==> src/iimc_defines.svh <==
/*
 Constants for the input interrupt mask control block: control codes,
 field positions, reset values and the number of inputs.
 Assumes inclusion by bare name from every design file that needs it.
*/
`ifndef IIMC_DEFINES_SVH
`define IIMC_DEFINES_SVH

`define IIMC_NUM_IN 4
`define IIMC_CODE_W 12
`define IIMC_DATA_W 16
`define IIMC_SV_W 16

// Control codes, held as three-digit packed decimal
`define IIMC_CC_MASK 12'h000
`define IIMC_CC_CLEAR 12'h001
`define IIMC_CC_READ 12'h002
`define IIMC_CC_RENEW 12'h003
`define IIMC_CC_ALL_MASK 12'h100
`define IIMC_CC_ALL_UNMASK 12'h200

// Data field layout
`define IIMC_SEL_LSB 0
`define IIMC_SEL_MSB 3
`define IIMC_RSV_LSB 4
`define IIMC_RSV_MSB 15

// Reset values
`define IIMC_MASK_RST 4'h0
`define IIMC_PEND_RST 4'h0
`define IIMC_SV_RST 16'h0000
`define IIMC_WORD_RST 16'h0000
`define IIMC_ZERO_DATA 16'h0000
`define IIMC_ZERO_SEL 4'h0

`endif

==> src/iimc_pkg.sv <==
/*
 Types for the input interrupt mask control block.
 Assumes iimc_defines.svh is on the include path.
*/
`include "iimc_defines.svh"

package iimc_pkg;

   // Decoded command function
   typedef enum logic [2:0] {
      IIMC_FN_MASK = 3'h0,
      IIMC_FN_CLEAR = 3'h1,
      IIMC_FN_READ = 3'h2,
      IIMC_FN_RENEW = 3'h3,
      IIMC_FN_ALL_MASK = 3'h4,
      IIMC_FN_ALL_UNMASK = 3'h5,
      IIMC_FN_BAD = 3'h6
   } iimc_fn_t;

endpackage : iimc_pkg

==> src/iimc_cmd_if.sv <==
/*
 Interface carrying one decoded command from the decoder to the core.
 Assumes a single clock; all signals are combinational from the decoder.
*/
`timescale 1ns/1ps
`include "iimc_defines.svh"

interface iimc_cmd_if;
   logic go;
   iimc_pkg::iimc_fn_t fn;
   logic [`IIMC_NUM_IN-1:0] sel;
   logic data_bad;

   modport dec (output go, output fn, output sel, output data_bad);
   modport core (input go, input fn, input sel, input data_bad);
endinterface : iimc_cmd_if

==> src/iimc_decode.sv <==
/*
 Command decoder: turns control code and data word into a function,
 a select vector and a data-range check.
 Assumes inputs are synchronous to the core clock.
*/
`timescale 1ns/1ps
`include "iimc_defines.svh"

module iimc_decode (
   input wire logic cmd_valid,
   input wire logic exec_cond,
   input wire logic [`IIMC_CODE_W-1:0] control_code,
   input wire logic [`IIMC_DATA_W-1:0] control_data,
   iimc_cmd_if.dec cmd
);

   ////////////////////////////////////////////////////////////////////////
   // Only a command with its condition true does anything
   assign cmd.go = cmd_valid & exec_cond;
   assign cmd.sel = control_data[`IIMC_SEL_MSB:`IIMC_SEL_LSB];

   ////////////////////////////////////////////////////////////////////////
   // Code to function; unknown codes become the error function
   always_comb begin
      cmd.fn = iimc_pkg::IIMC_FN_BAD;
      cmd.data_bad = 1'b0;
      case (control_code)
         `IIMC_CC_MASK: begin
            cmd.fn = iimc_pkg::IIMC_FN_MASK;
            cmd.data_bad =
               |control_data[`IIMC_RSV_MSB:`IIMC_RSV_LSB];
         end
         `IIMC_CC_CLEAR: begin
            cmd.fn = iimc_pkg::IIMC_FN_CLEAR;
            cmd.data_bad =
               |control_data[`IIMC_RSV_MSB:`IIMC_RSV_LSB];
         end
         `IIMC_CC_READ: begin
            cmd.fn = iimc_pkg::IIMC_FN_READ;
         end
         `IIMC_CC_RENEW: begin
            cmd.fn = iimc_pkg::IIMC_FN_RENEW;
            cmd.data_bad =
               |control_data[`IIMC_RSV_MSB:`IIMC_RSV_LSB];
         end
         `IIMC_CC_ALL_MASK: begin
            cmd.fn = iimc_pkg::IIMC_FN_ALL_MASK;
            cmd.data_bad = control_data != `IIMC_ZERO_DATA;
         end
         `IIMC_CC_ALL_UNMASK: begin
            cmd.fn = iimc_pkg::IIMC_FN_ALL_UNMASK;
            cmd.data_bad = control_data != `IIMC_ZERO_DATA;
         end
         default: begin
            cmd.fn = iimc_pkg::IIMC_FN_BAD;
         end
      endcase
   end

endmodule : iimc_decode

==> src/iimc_pending.sv <==
/*
 Per-input pending latches with edge detection and clear.
 Assumes irq_in is synchronous to clk; active edge is rising.
*/
`timescale 1ns/1ps
`include "iimc_defines.svh"

module iimc_pending (
   input wire logic clk,
   input wire logic reset_n,
   input wire logic [`IIMC_NUM_IN-1:0] irq_in,
   input wire logic [`IIMC_NUM_IN-1:0] clr,
   input wire logic [`IIMC_NUM_IN-1:0] taken,
   output logic [`IIMC_NUM_IN-1:0] pend
);

   logic [`IIMC_NUM_IN-1:0] irq_d_r;
   logic [`IIMC_NUM_IN-1:0] pend_r;

   ////////////////////////////////////////////////////////////////////////
   // Previous input level for edge detection
   always_ff @(posedge clk) begin
      if (!reset_n) begin
         irq_d_r <= `IIMC_PEND_RST;
      end else begin
         irq_d_r <= irq_in;
      end
   end

   ////////////////////////////////////////////////////////////////////////
   // One latch per input; a new edge wins over clear or service
   genvar i;
   generate
      for (i = 0; i < `IIMC_NUM_IN; i = i + 1) begin : g_pend
         always_ff @(posedge clk) begin
            if (!reset_n) begin
               pend_r[i] <= 1'b0;
            end else if (irq_in[i] & ~irq_d_r[i]) begin
               pend_r[i] <= 1'b1;
            end else if (clr[i] | taken[i]) begin
               pend_r[i] <= 1'b0;
            end
         end
      end
   endgenerate

   assign pend = pend_r;

endmodule : iimc_pending

==> src/iimc_top.sv <==
/*
 Input interrupt mask control: command execution, per-input and global
 masks, pending latches, service requests and counter set value reload.
 Assumes one clock; commands, acknowledges and inputs are synchronous.
*/
`timescale 1ns/1ps
`include "iimc_defines.svh"

module iimc_top (
   clk,
   reset_n,
   cmd_valid,
   exec_cond,
   control_code,
   control_data,
   irq_in,
   svc_busy,
   svc_ack,
   sv_new,
   sv_new_ok,
   irq_req,
   counter_set_value,
   read_word,
   read_valid,
   error_flag,
   input_mask,
   all_masked
);
   input wire logic clk;
   input wire logic reset_n;
   input wire logic cmd_valid;
   input wire logic exec_cond;
   input wire logic [`IIMC_CODE_W-1:0] control_code;
   input wire logic [`IIMC_DATA_W-1:0] control_data;
   input wire logic [`IIMC_NUM_IN-1:0] irq_in;
   input wire logic svc_busy;
   input wire logic [`IIMC_NUM_IN-1:0] svc_ack;
   input wire logic [`IIMC_NUM_IN*`IIMC_SV_W-1:0] sv_new;
   input wire logic [`IIMC_NUM_IN-1:0] sv_new_ok;
   output logic [`IIMC_NUM_IN-1:0] irq_req;
   output logic [`IIMC_NUM_IN*`IIMC_SV_W-1:0] counter_set_value;
   output logic [`IIMC_DATA_W-1:0] read_word;
   output logic read_valid;
   output logic error_flag;
   output logic [`IIMC_NUM_IN-1:0] input_mask;
   output logic all_masked;

   iimc_cmd_if cmd ();

   logic [`IIMC_NUM_IN-1:0] mask_r;
   logic all_mask_r;
   logic error_r;
   logic [`IIMC_DATA_W-1:0] read_word_r;
   logic read_valid_r;
   logic [`IIMC_NUM_IN*`IIMC_SV_W-1:0] sv_r;
   logic [`IIMC_NUM_IN-1:0] pend;
   logic [`IIMC_NUM_IN-1:0] clr;
   logic [`IIMC_NUM_IN-1:0] taken;
   logic [`IIMC_NUM_IN-1:0] renew_sel;
   logic error_nxt;

   ////////////////////////////////////////////////////////////////////////
   // Command decoder and pending latches
   iimc_decode u_decode (
      .cmd_valid(cmd_valid),
      .exec_cond(exec_cond),
      .control_code(control_code),
      .control_data(control_data),
      .cmd(cmd)
   );

   iimc_pending u_pending (
      .clk(clk),
      .reset_n(reset_n),
      .irq_in(irq_in),
      .clr(clr),
      .taken(taken),
      .pend(pend)
   );

   ////////////////////////////////////////////////////////////////////////
   // Strobes derived from a legal executed command
   wire ok_cmd = cmd.go & ~cmd.data_bad;
   assign clr = (ok_cmd && cmd.fn == iimc_pkg::IIMC_FN_CLEAR) ?
                cmd.sel : `IIMC_ZERO_SEL;
   assign renew_sel = (ok_cmd && cmd.fn == iimc_pkg::IIMC_FN_RENEW) ?
                      cmd.sel : `IIMC_ZERO_SEL;

   // Request stays up until acknowledged or cleared; masked ones wait in the latch
   assign irq_req = pend & ~mask_r & {`IIMC_NUM_IN{~all_mask_r}};
   assign taken = svc_ack & irq_req;

   ////////////////////////////////////////////////////////////////////////
   // Per-input mask
   always_ff @(posedge clk) begin
      if (!reset_n) begin
         mask_r <= `IIMC_MASK_RST;
      end else if (ok_cmd && cmd.fn == iimc_pkg::IIMC_FN_MASK) begin
         mask_r <= cmd.sel;
      end
   end

   ////////////////////////////////////////////////////////////////////////
   // Global mask; the redundant and busy cases are refused
   always_ff @(posedge clk) begin
      if (!reset_n) begin
         all_mask_r <= 1'b0;
      end else if (ok_cmd && !svc_busy) begin
         if (cmd.fn == iimc_pkg::IIMC_FN_ALL_MASK) begin
            all_mask_r <= 1'b1;
         end else if (cmd.fn == iimc_pkg::IIMC_FN_ALL_UNMASK) begin
            all_mask_r <= 1'b0;
         end
      end
   end

   ////////////////////////////////////////////////////////////////////////
   // Error of the current command; reflects only the last executed one
   always_comb begin
      error_nxt = 1'b0;
      if (cmd.go) begin
         if (cmd.data_bad || cmd.fn == iimc_pkg::IIMC_FN_BAD) begin
            error_nxt = 1'b1;
         end else if (cmd.fn == iimc_pkg::IIMC_FN_RENEW) begin
            error_nxt = |(cmd.sel & ~sv_new_ok);
         end else if (cmd.fn == iimc_pkg::IIMC_FN_ALL_MASK) begin
            error_nxt = svc_busy | all_mask_r;
         end else if (cmd.fn == iimc_pkg::IIMC_FN_ALL_UNMASK) begin
            error_nxt = svc_busy | ~all_mask_r;
         end
      end
   end

   // Flag holds until the next executed command
   always_ff @(posedge clk) begin
      if (!reset_n) begin
         error_r <= 1'b0;
      end else if (cmd.go) begin
         error_r <= error_nxt;
      end
   end

   ////////////////////////////////////////////////////////////////////////
   // Mask readback word, a one-cycle strobe marks it
   always_ff @(posedge clk) begin
      if (!reset_n) begin
         read_word_r <= `IIMC_WORD_RST;
         read_valid_r <= 1'b0;
      end else begin
         read_valid_r <= ok_cmd && cmd.fn == iimc_pkg::IIMC_FN_READ;
         if (ok_cmd && cmd.fn == iimc_pkg::IIMC_FN_READ) begin
            read_word_r <= `IIMC_WORD_RST;
            read_word_r[`IIMC_SEL_MSB:`IIMC_SEL_LSB] <= mask_r;
         end
      end
   end

   ////////////////////////////////////////////////////////////////////////
   // Counter set values; an invalid new value is not loaded
   genvar k;
   generate
      for (k = 0; k < `IIMC_NUM_IN; k = k + 1) begin : g_sv
         always_ff @(posedge clk) begin
            if (!reset_n) begin
               sv_r[k*`IIMC_SV_W +: `IIMC_SV_W] <= `IIMC_SV_RST;
            end else if (renew_sel[k] && sv_new_ok[k]) begin
               sv_r[k*`IIMC_SV_W +: `IIMC_SV_W] <=
                  sv_new[k*`IIMC_SV_W +: `IIMC_SV_W];
            end
         end
      end
   endgenerate

   ////////////////////////////////////////////////////////////////////////
   // Outputs
   assign counter_set_value = sv_r;
   assign read_word = read_word_r;
   assign read_valid = read_valid_r;
   assign error_flag = error_r;
   assign input_mask = mask_r;
   assign all_masked = all_mask_r;

endmodule : iimc_top

==> config.mk <==
export PLATFORM = sky130hd
export DESIGN_NAME = iimc_top
export DESIGN_NICKNAME = d
export VERILOG_FILES = /design/src/iimc_pkg.sv /design/src/iimc_cmd_if.sv /design/src/iimc_decode.sv /design/src/iimc_pending.sv /design/src/iimc_top.sv
export VERILOG_INCLUDE_DIRS = /design/src
export SDC_FILE = /design/constraint.sdc
export NUM_CORES = 1
export LEC_CHECK = 0
export BUFFER_PORTS_ARGS = -buffer_cell sky130_fd_sc_hd__buf_2
export CAP_MARGIN = 20
export CELL_PAD_IN_SITES_DETAIL_PLACEMENT = 0
export CELL_PAD_IN_SITES_GLOBAL_PLACEMENT = 2
export CORE_ASPECT_RATIO = 2
export CORE_UTILIZATION = 22
export DETAILED_ROUTE_END_ITERATION = 16
export PLACE_DENSITY = 0.81
export SKIP_CTS_REPAIR_TIMING = 1
export SLEW_MARGIN = 20
export SYNTH_ARGS = -nofsm -noshare
export SYNTH_HDL_FRONTEND = slang
export SYNTH_SLANG_ARGS = --single-unit
==> constraint.sdc <==
create_clock -name clk -period 2 [get_ports clk]
set_input_delay 0 -clock clk [delete_from_list [all_inputs] [get_ports clk]]
set_output_delay 0 -clock clk [all_outputs]
set_load 0.05 [all_outputs]
* Word level (Yosys, flattened, before mapping) *
Index checks and enable logic that the tools add are counted.

storage, ports and cells
  flip-flop bits (word level) = 83
  input port bits = 109
  output and inout bits = 91
  logic and storage cells = 91

operators by class
  equal/unequal tests = 11
  mux-type cells = 18
  bitwise logic cells = 24
  reduce and logical (&&, ||, !) cells = 24

operator list
  kind                  number
  $eq 12x2->1 const B   2
  $pmux 3 s6            1
  $and 4x4->4           4
  $reduce_bool 16->1    1
  $mux 1                14
  $eq 12x1->1 const B   1
  $eq 12x10->1 const B  1
  $eq 12x9->1 const B   1
  $logic_not 12->1      1
  $reduce_or 12->1      1
  $reduce_bool 2->1     5
  $eq 3x3->1 const B    3
  $logic_and 1x1->1     9
  $mux 4                2
  $not 4->4             2
  $and 1x1->1           6
  $eq 3x2->1 const B    2
  $not 1->1             6
  $or 1x1->1            6
  $reduce_or 4->1       1
  $eq 3x1->1 const B    1
  $logic_not 3->1       1
  $reduce_or 3->1       1
  $pmux 1 s2            1
  other kinds (4)       4

* Longest topological paths before layout *
  word-level depth = 10
  depth in mapped cells = 6
  mapped depth without buffers = 5

* Modules after synthesis *
A second synthesis with hierarchy kept.

unflattened totals
  cell total of the unflattened synthesis = 421
  area, all modules = 3485.8 um2

modules (own cells, without submodules)
  module        times used  cells an instance  area an instance (um2)  sequential area each (um2)
  iimc_top      1           371                3014.1                  1501.4
  iimc_pending  1           24                 277.8                   160.2
  iimc_decode   1           26                 193.9                   0.0

* Worst setup path after synthesis *
Ideal clock, no wire load.

  path type = reg2reg
  from = register all_mask_r, in the netlist all_masked
  to = register u_pending.pend_r[0], in the netlist u_pending.pend[0]
  library setup time = 0.117 ns
  data arrival time = 2.175 ns
  data required time = 1.883 ns
  path slack = -0.292 ns
  cell stages (with the launch flop) = 4
  path buffers = 0
  clock period less this slack = 2.292 ns
  path through = dfxtp_1 -> nor3b_1 -> a221o_1 -> o21ai_1

between the ends
  word-level cells in the longest chain between the ends = 5

ends and longest elaborated chain
  item                             line                RTL
  from (decl)                      iimc_top.sv:51      logic all_mask_r;
  from (signal assigned)           iimc_top.sv:107     all_mask_r <= 1'b0;
  from (signal assigned)           iimc_top.sv:110     all_mask_r <= 1'b1;
  from (signal assigned)           iimc_top.sv:112     all_mask_r <= 1'b0;
  $not 1->1                        iimc_top.sv:90      assign irq_req = pend & ~mask_r & {`IIMC_NUM_IN{~all_mask_r}};
  $and 4x4->4                      iimc_top.sv:90
  net irq_req[0]                   iimc_top.sv:40      output logic [`IIMC_NUM_IN-1:0] irq_req;
  $and 4x4->4                      iimc_top.sv:91      assign taken = svc_ack & irq_req;
  $or 1x1->1                       iimc_pending.sv:40  end else if (clr[i] | taken[i]) begin
  $reduce_bool 2->1 (no line)      n/a
  to (signal, indexed assignment)  iimc_pending.sv:37  pend_r[i] <= 1'b0;
  to (signal, indexed assignment)  iimc_pending.sv:39  pend_r[i] <= 1'b1;
  to (signal, indexed assignment)  iimc_pending.sv:41  pend_r[i] <= 1'b0;
  to (decl)                        iimc_pending.sv:18  logic [`IIMC_NUM_IN-1:0] pend_r;

The timed path passes the listed nets, and every way through them passes these cells.
A chain may end at the register's enable or synchronous reset.

* Final worst setup path *
  from = input port control_data[3]
  to = register u_pending.pend_r[0], in the netlist u_pending.pend[0]

between the ends
  word-level cells in the longest chain between the ends = 8

ends and longest elaborated chain
  item                          line                RTL
  from (decl)                   iimc_top.sv:34      input wire logic [`IIMC_DATA_W-1:0] control_data;
  $reduce_bool 16->1 (no line)  n/a
  $pmux 1 s2                    iimc_decode.sv:27   case (control_code)
  $not 1->1                     iimc_top.sv:83      wire ok_cmd = cmd.go & ~cmd.data_bad;
  $and 1x1->1                   iimc_top.sv:83
  $logic_and 1x1->1             iimc_top.sv:84      assign clr = (ok_cmd && cmd.fn == iimc_pkg::IIMC_FN_CLEAR) ?
  $mux 4 (no line)              n/a
  $or 1x1->1                    iimc_pending.sv:40
  $reduce_bool 2->1 (no line)   n/a

No other way between the ends.

==> impl_metrics.csv <==
group,metric,value,unit
place,place.gp.congestion,0.747,
routing,wl,11.3,mm
timing,fmax,566,MHz
global_routing,use_met2,26.9,%
logic_synthesis,yosysSeqAreaShare,49.0,%
place,placed_cells,779,
final_layout,layout_common_cells,"buf_2, nand2_1, dfxtp_1",
timing,final.setup_skew,12.0,ps
power,power_density,691,nW/um2
routing,vias_per_cell,4.38,
critical_path,worst_setup_path_end_kind,"flip-flop",
cts,path_clk_slew,60,ps
timing,setup_viol,0,
final_layout,finish.utilization,37.6,%
place,dpl.hpwl,8.28,mm
routing,drt_iter0_drc,109,
logic_synthesis,ys_types,35,
die,die_area,15900,um2
timing,rsz0062_at_grt,"false",
final_layout,fillers,1564,
global_routing,grt_pass1_wl,16.3,mm
final_layout,drive_gt1_share,32.0,%
timing,period_share,88.3,%
timing,drv_slew,0,
die,fp.dieH,178,um
power,p_int,2.98,mW
die,initial_core_util,22.6,%
logic_synthesis,synth-main-ff-cell,"dfxtp_1",
logic_synthesis,synth.avg_cell_area,8.11,um2
timing,timing.hold.ws,2.31,ps
final_layout,areaGrowthSynthToFinish,66.2,%
logic_synthesis,synth.yosys.warnings,0,
place,placed_cell_area,4570,um2
min_path,hold_depth,3,
critical_path,cp.required,2220,ps
timing,setup_tns,0,ps
global_routing,grt_pass1_vias,3406,
logic_synthesis,ys_seq_elements,83,
critical_path,start_kind,"input port",
cts,numCtsBuffers,9,
cts,cts_tree,"yes",
global_routing,grt_util_met1,11.8,%
routing,antenna_left,0,
final_layout,layout_commonest_cell,"buf_2",
routing,wl_per_cell,13.0,um
critical_path,worstSetupPathType,"in2reg",
power,swShare,23.5,%
global_routing,busiest_layer,"met2",
power,clkPwrFrac,45.7,%
logic_synthesis,async_flop_share,0,%
critical_path,crit_fanout,5,
status,status,"finished, final reports clean",
logic_synthesis,netlist_area,3390,um2
logic_synthesis,synth_area_leaders,"dfxtp_1, nand2_1, nand3_1",
min_path,min_path_type,"in2reg",
cts,cts-root-buf,"clkbuf_16",
die,dieWidth,89.8,um
final_layout,final_cells,870,
power,p_comb_share,11.4,%
timing,tightest_slew,822,ps
global_routing,use_met3,2.44,%
global_routing,gr-total-overflow,0,
run,cap_violations,0,
die,core_area,15000,um2
cts,cts_max_level,3,
final_layout,finalInstanceArea,5640,um2
routing,via_count,3811,
logic_synthesis,synth_top_area_share,49.0,%
place,io_buffers,187,
global_routing,antenna_found_initial,0,
power,seqPwrFrac,42.9,%
timing,hold_viol,0,
logic_synthesis,synth-edff-count,0,
logic_synthesis,syn_inst,418,
cts,clock_sink_count,83,
final_layout,antenna_cells,0,
critical_path,rr_worst_depth,3,
cts,max-clock-path-buffers,2,
cts,clock_latency,330,ps
critical_path,cp.arrival,1980,ps
power,peakVddDrop,333,uV
routing,drc,0,
power,leakage,2.58,nW
die,io_pins,200,
logic_synthesis,synth_top_area_cell,"dfxtp_1",
global_routing,grt_max_degree,76,
global_routing,globalRouteTotalUtil,13.0,%
routing,drt_first_pass_iters,4,
power,p_sw,0.914,mW
timing,slew_headroom,45.1,%
die,rows,63,
timing,fin_crit,1770,ps
final_layout,nets,779,
[synth_stat cells (4+ instances only)]
cell / instances
nor4_1: 9
nor2_1: 6
inv_1: 9
o21ai_0: 38
nand2_1: 88
a221o_1: 4
nor3b_1: 4
nand3_1: 65
nor4_2: 4
buf_4: 12
o21ai_1: 34
buf_2: 8
dfxtp_1: 83
clkbuf_1: 20
mux2i_1: 8
[cell type report]
type	instances	area [um2]	area share, %
Timing Repair Buffer	270	1810	32.1
Inverter	9	33.8	0.599
Tap cell	195	244	4.33
Multi-Input combinational cell	297	1570	27.8
Clock inverter	5	86.3	1.53
Sequential cell	83	1660	29.5
Clock buffer	11	233	4.13
[worst paths after layout]
kind,startpoint,endpoint,slack (ps)
worst min register to register,u_pending.irq_d_r[0],u_pending.pend[0],400
worst max register to register,all_masked,u_pending.pend[0],870
worst max-delay path,control_data[3],u_pending.pend[0],230
worst min-delay path,control_data[0],input_mask[0],2
[flip-flops by register name, summed over array words and instances (netlist names)]
name               count
read_word              4
read_valid             1
all_masked             1
u_pending.pend         4
u_pending.irq_d_r      4
input_mask             4
counter_set_value     64
error_flag             1
[routing by layer]
layer | wire (um) | part of all wire (%) | vias up
li1 | - | - | 1919
met1 | 4110 | 36 | 1758
met2 | 6550 | 58 | 119
met3 | 400 | 3.5 | 15
met4 | 272 | 2.4 | 0
met5 | 0 | 0 | -
[critical path: stages]
cell	delay [ps]
dlygate4sd3_1	530
buf_2	170
nor4_1	490
o31ai_1	160
nor4_1	230
buf_4	200
a221o_1	140
o21ai_1	50
[per-stage QoR]
step,power [mW],setup WS (ps)
finish,3.89,233
global route,4.07,139
CTS,3.86,388
detailed placement,2.04,44.1
global placement,2.03,86.0
floorplan,1.90,-292
[power by group through the flow]
stage	clock network [mW]	logic [mW]	registers [mW]
2_1_floorplan	0	0.188	1.71
3_3_place_gp	0	0.324	1.71
3_5_place_dp	0	0.329	1.71
4_1_cts	1.85	0.330	1.67
5_1_grt	1.92	0.477	1.67
6_report	1.78	0.445	1.67
[logic make-up (layout without fill, tap and decap cells)]
group / after synthesis / count (layout) / share of synthesized area (%)
compound gates: 85 / 85 / 13.8
mux: 8 / 8 / 2.36
other cells: 1 / 12 / 0.111
xor+xnor: 3 / 3 / 0.775
buf+inv: 49 / 295 / 7.05
flops: 83 / 83 / 49.0
simple gates: 189 / 189 / 26.9
Power figures use the tool's default switching activity.
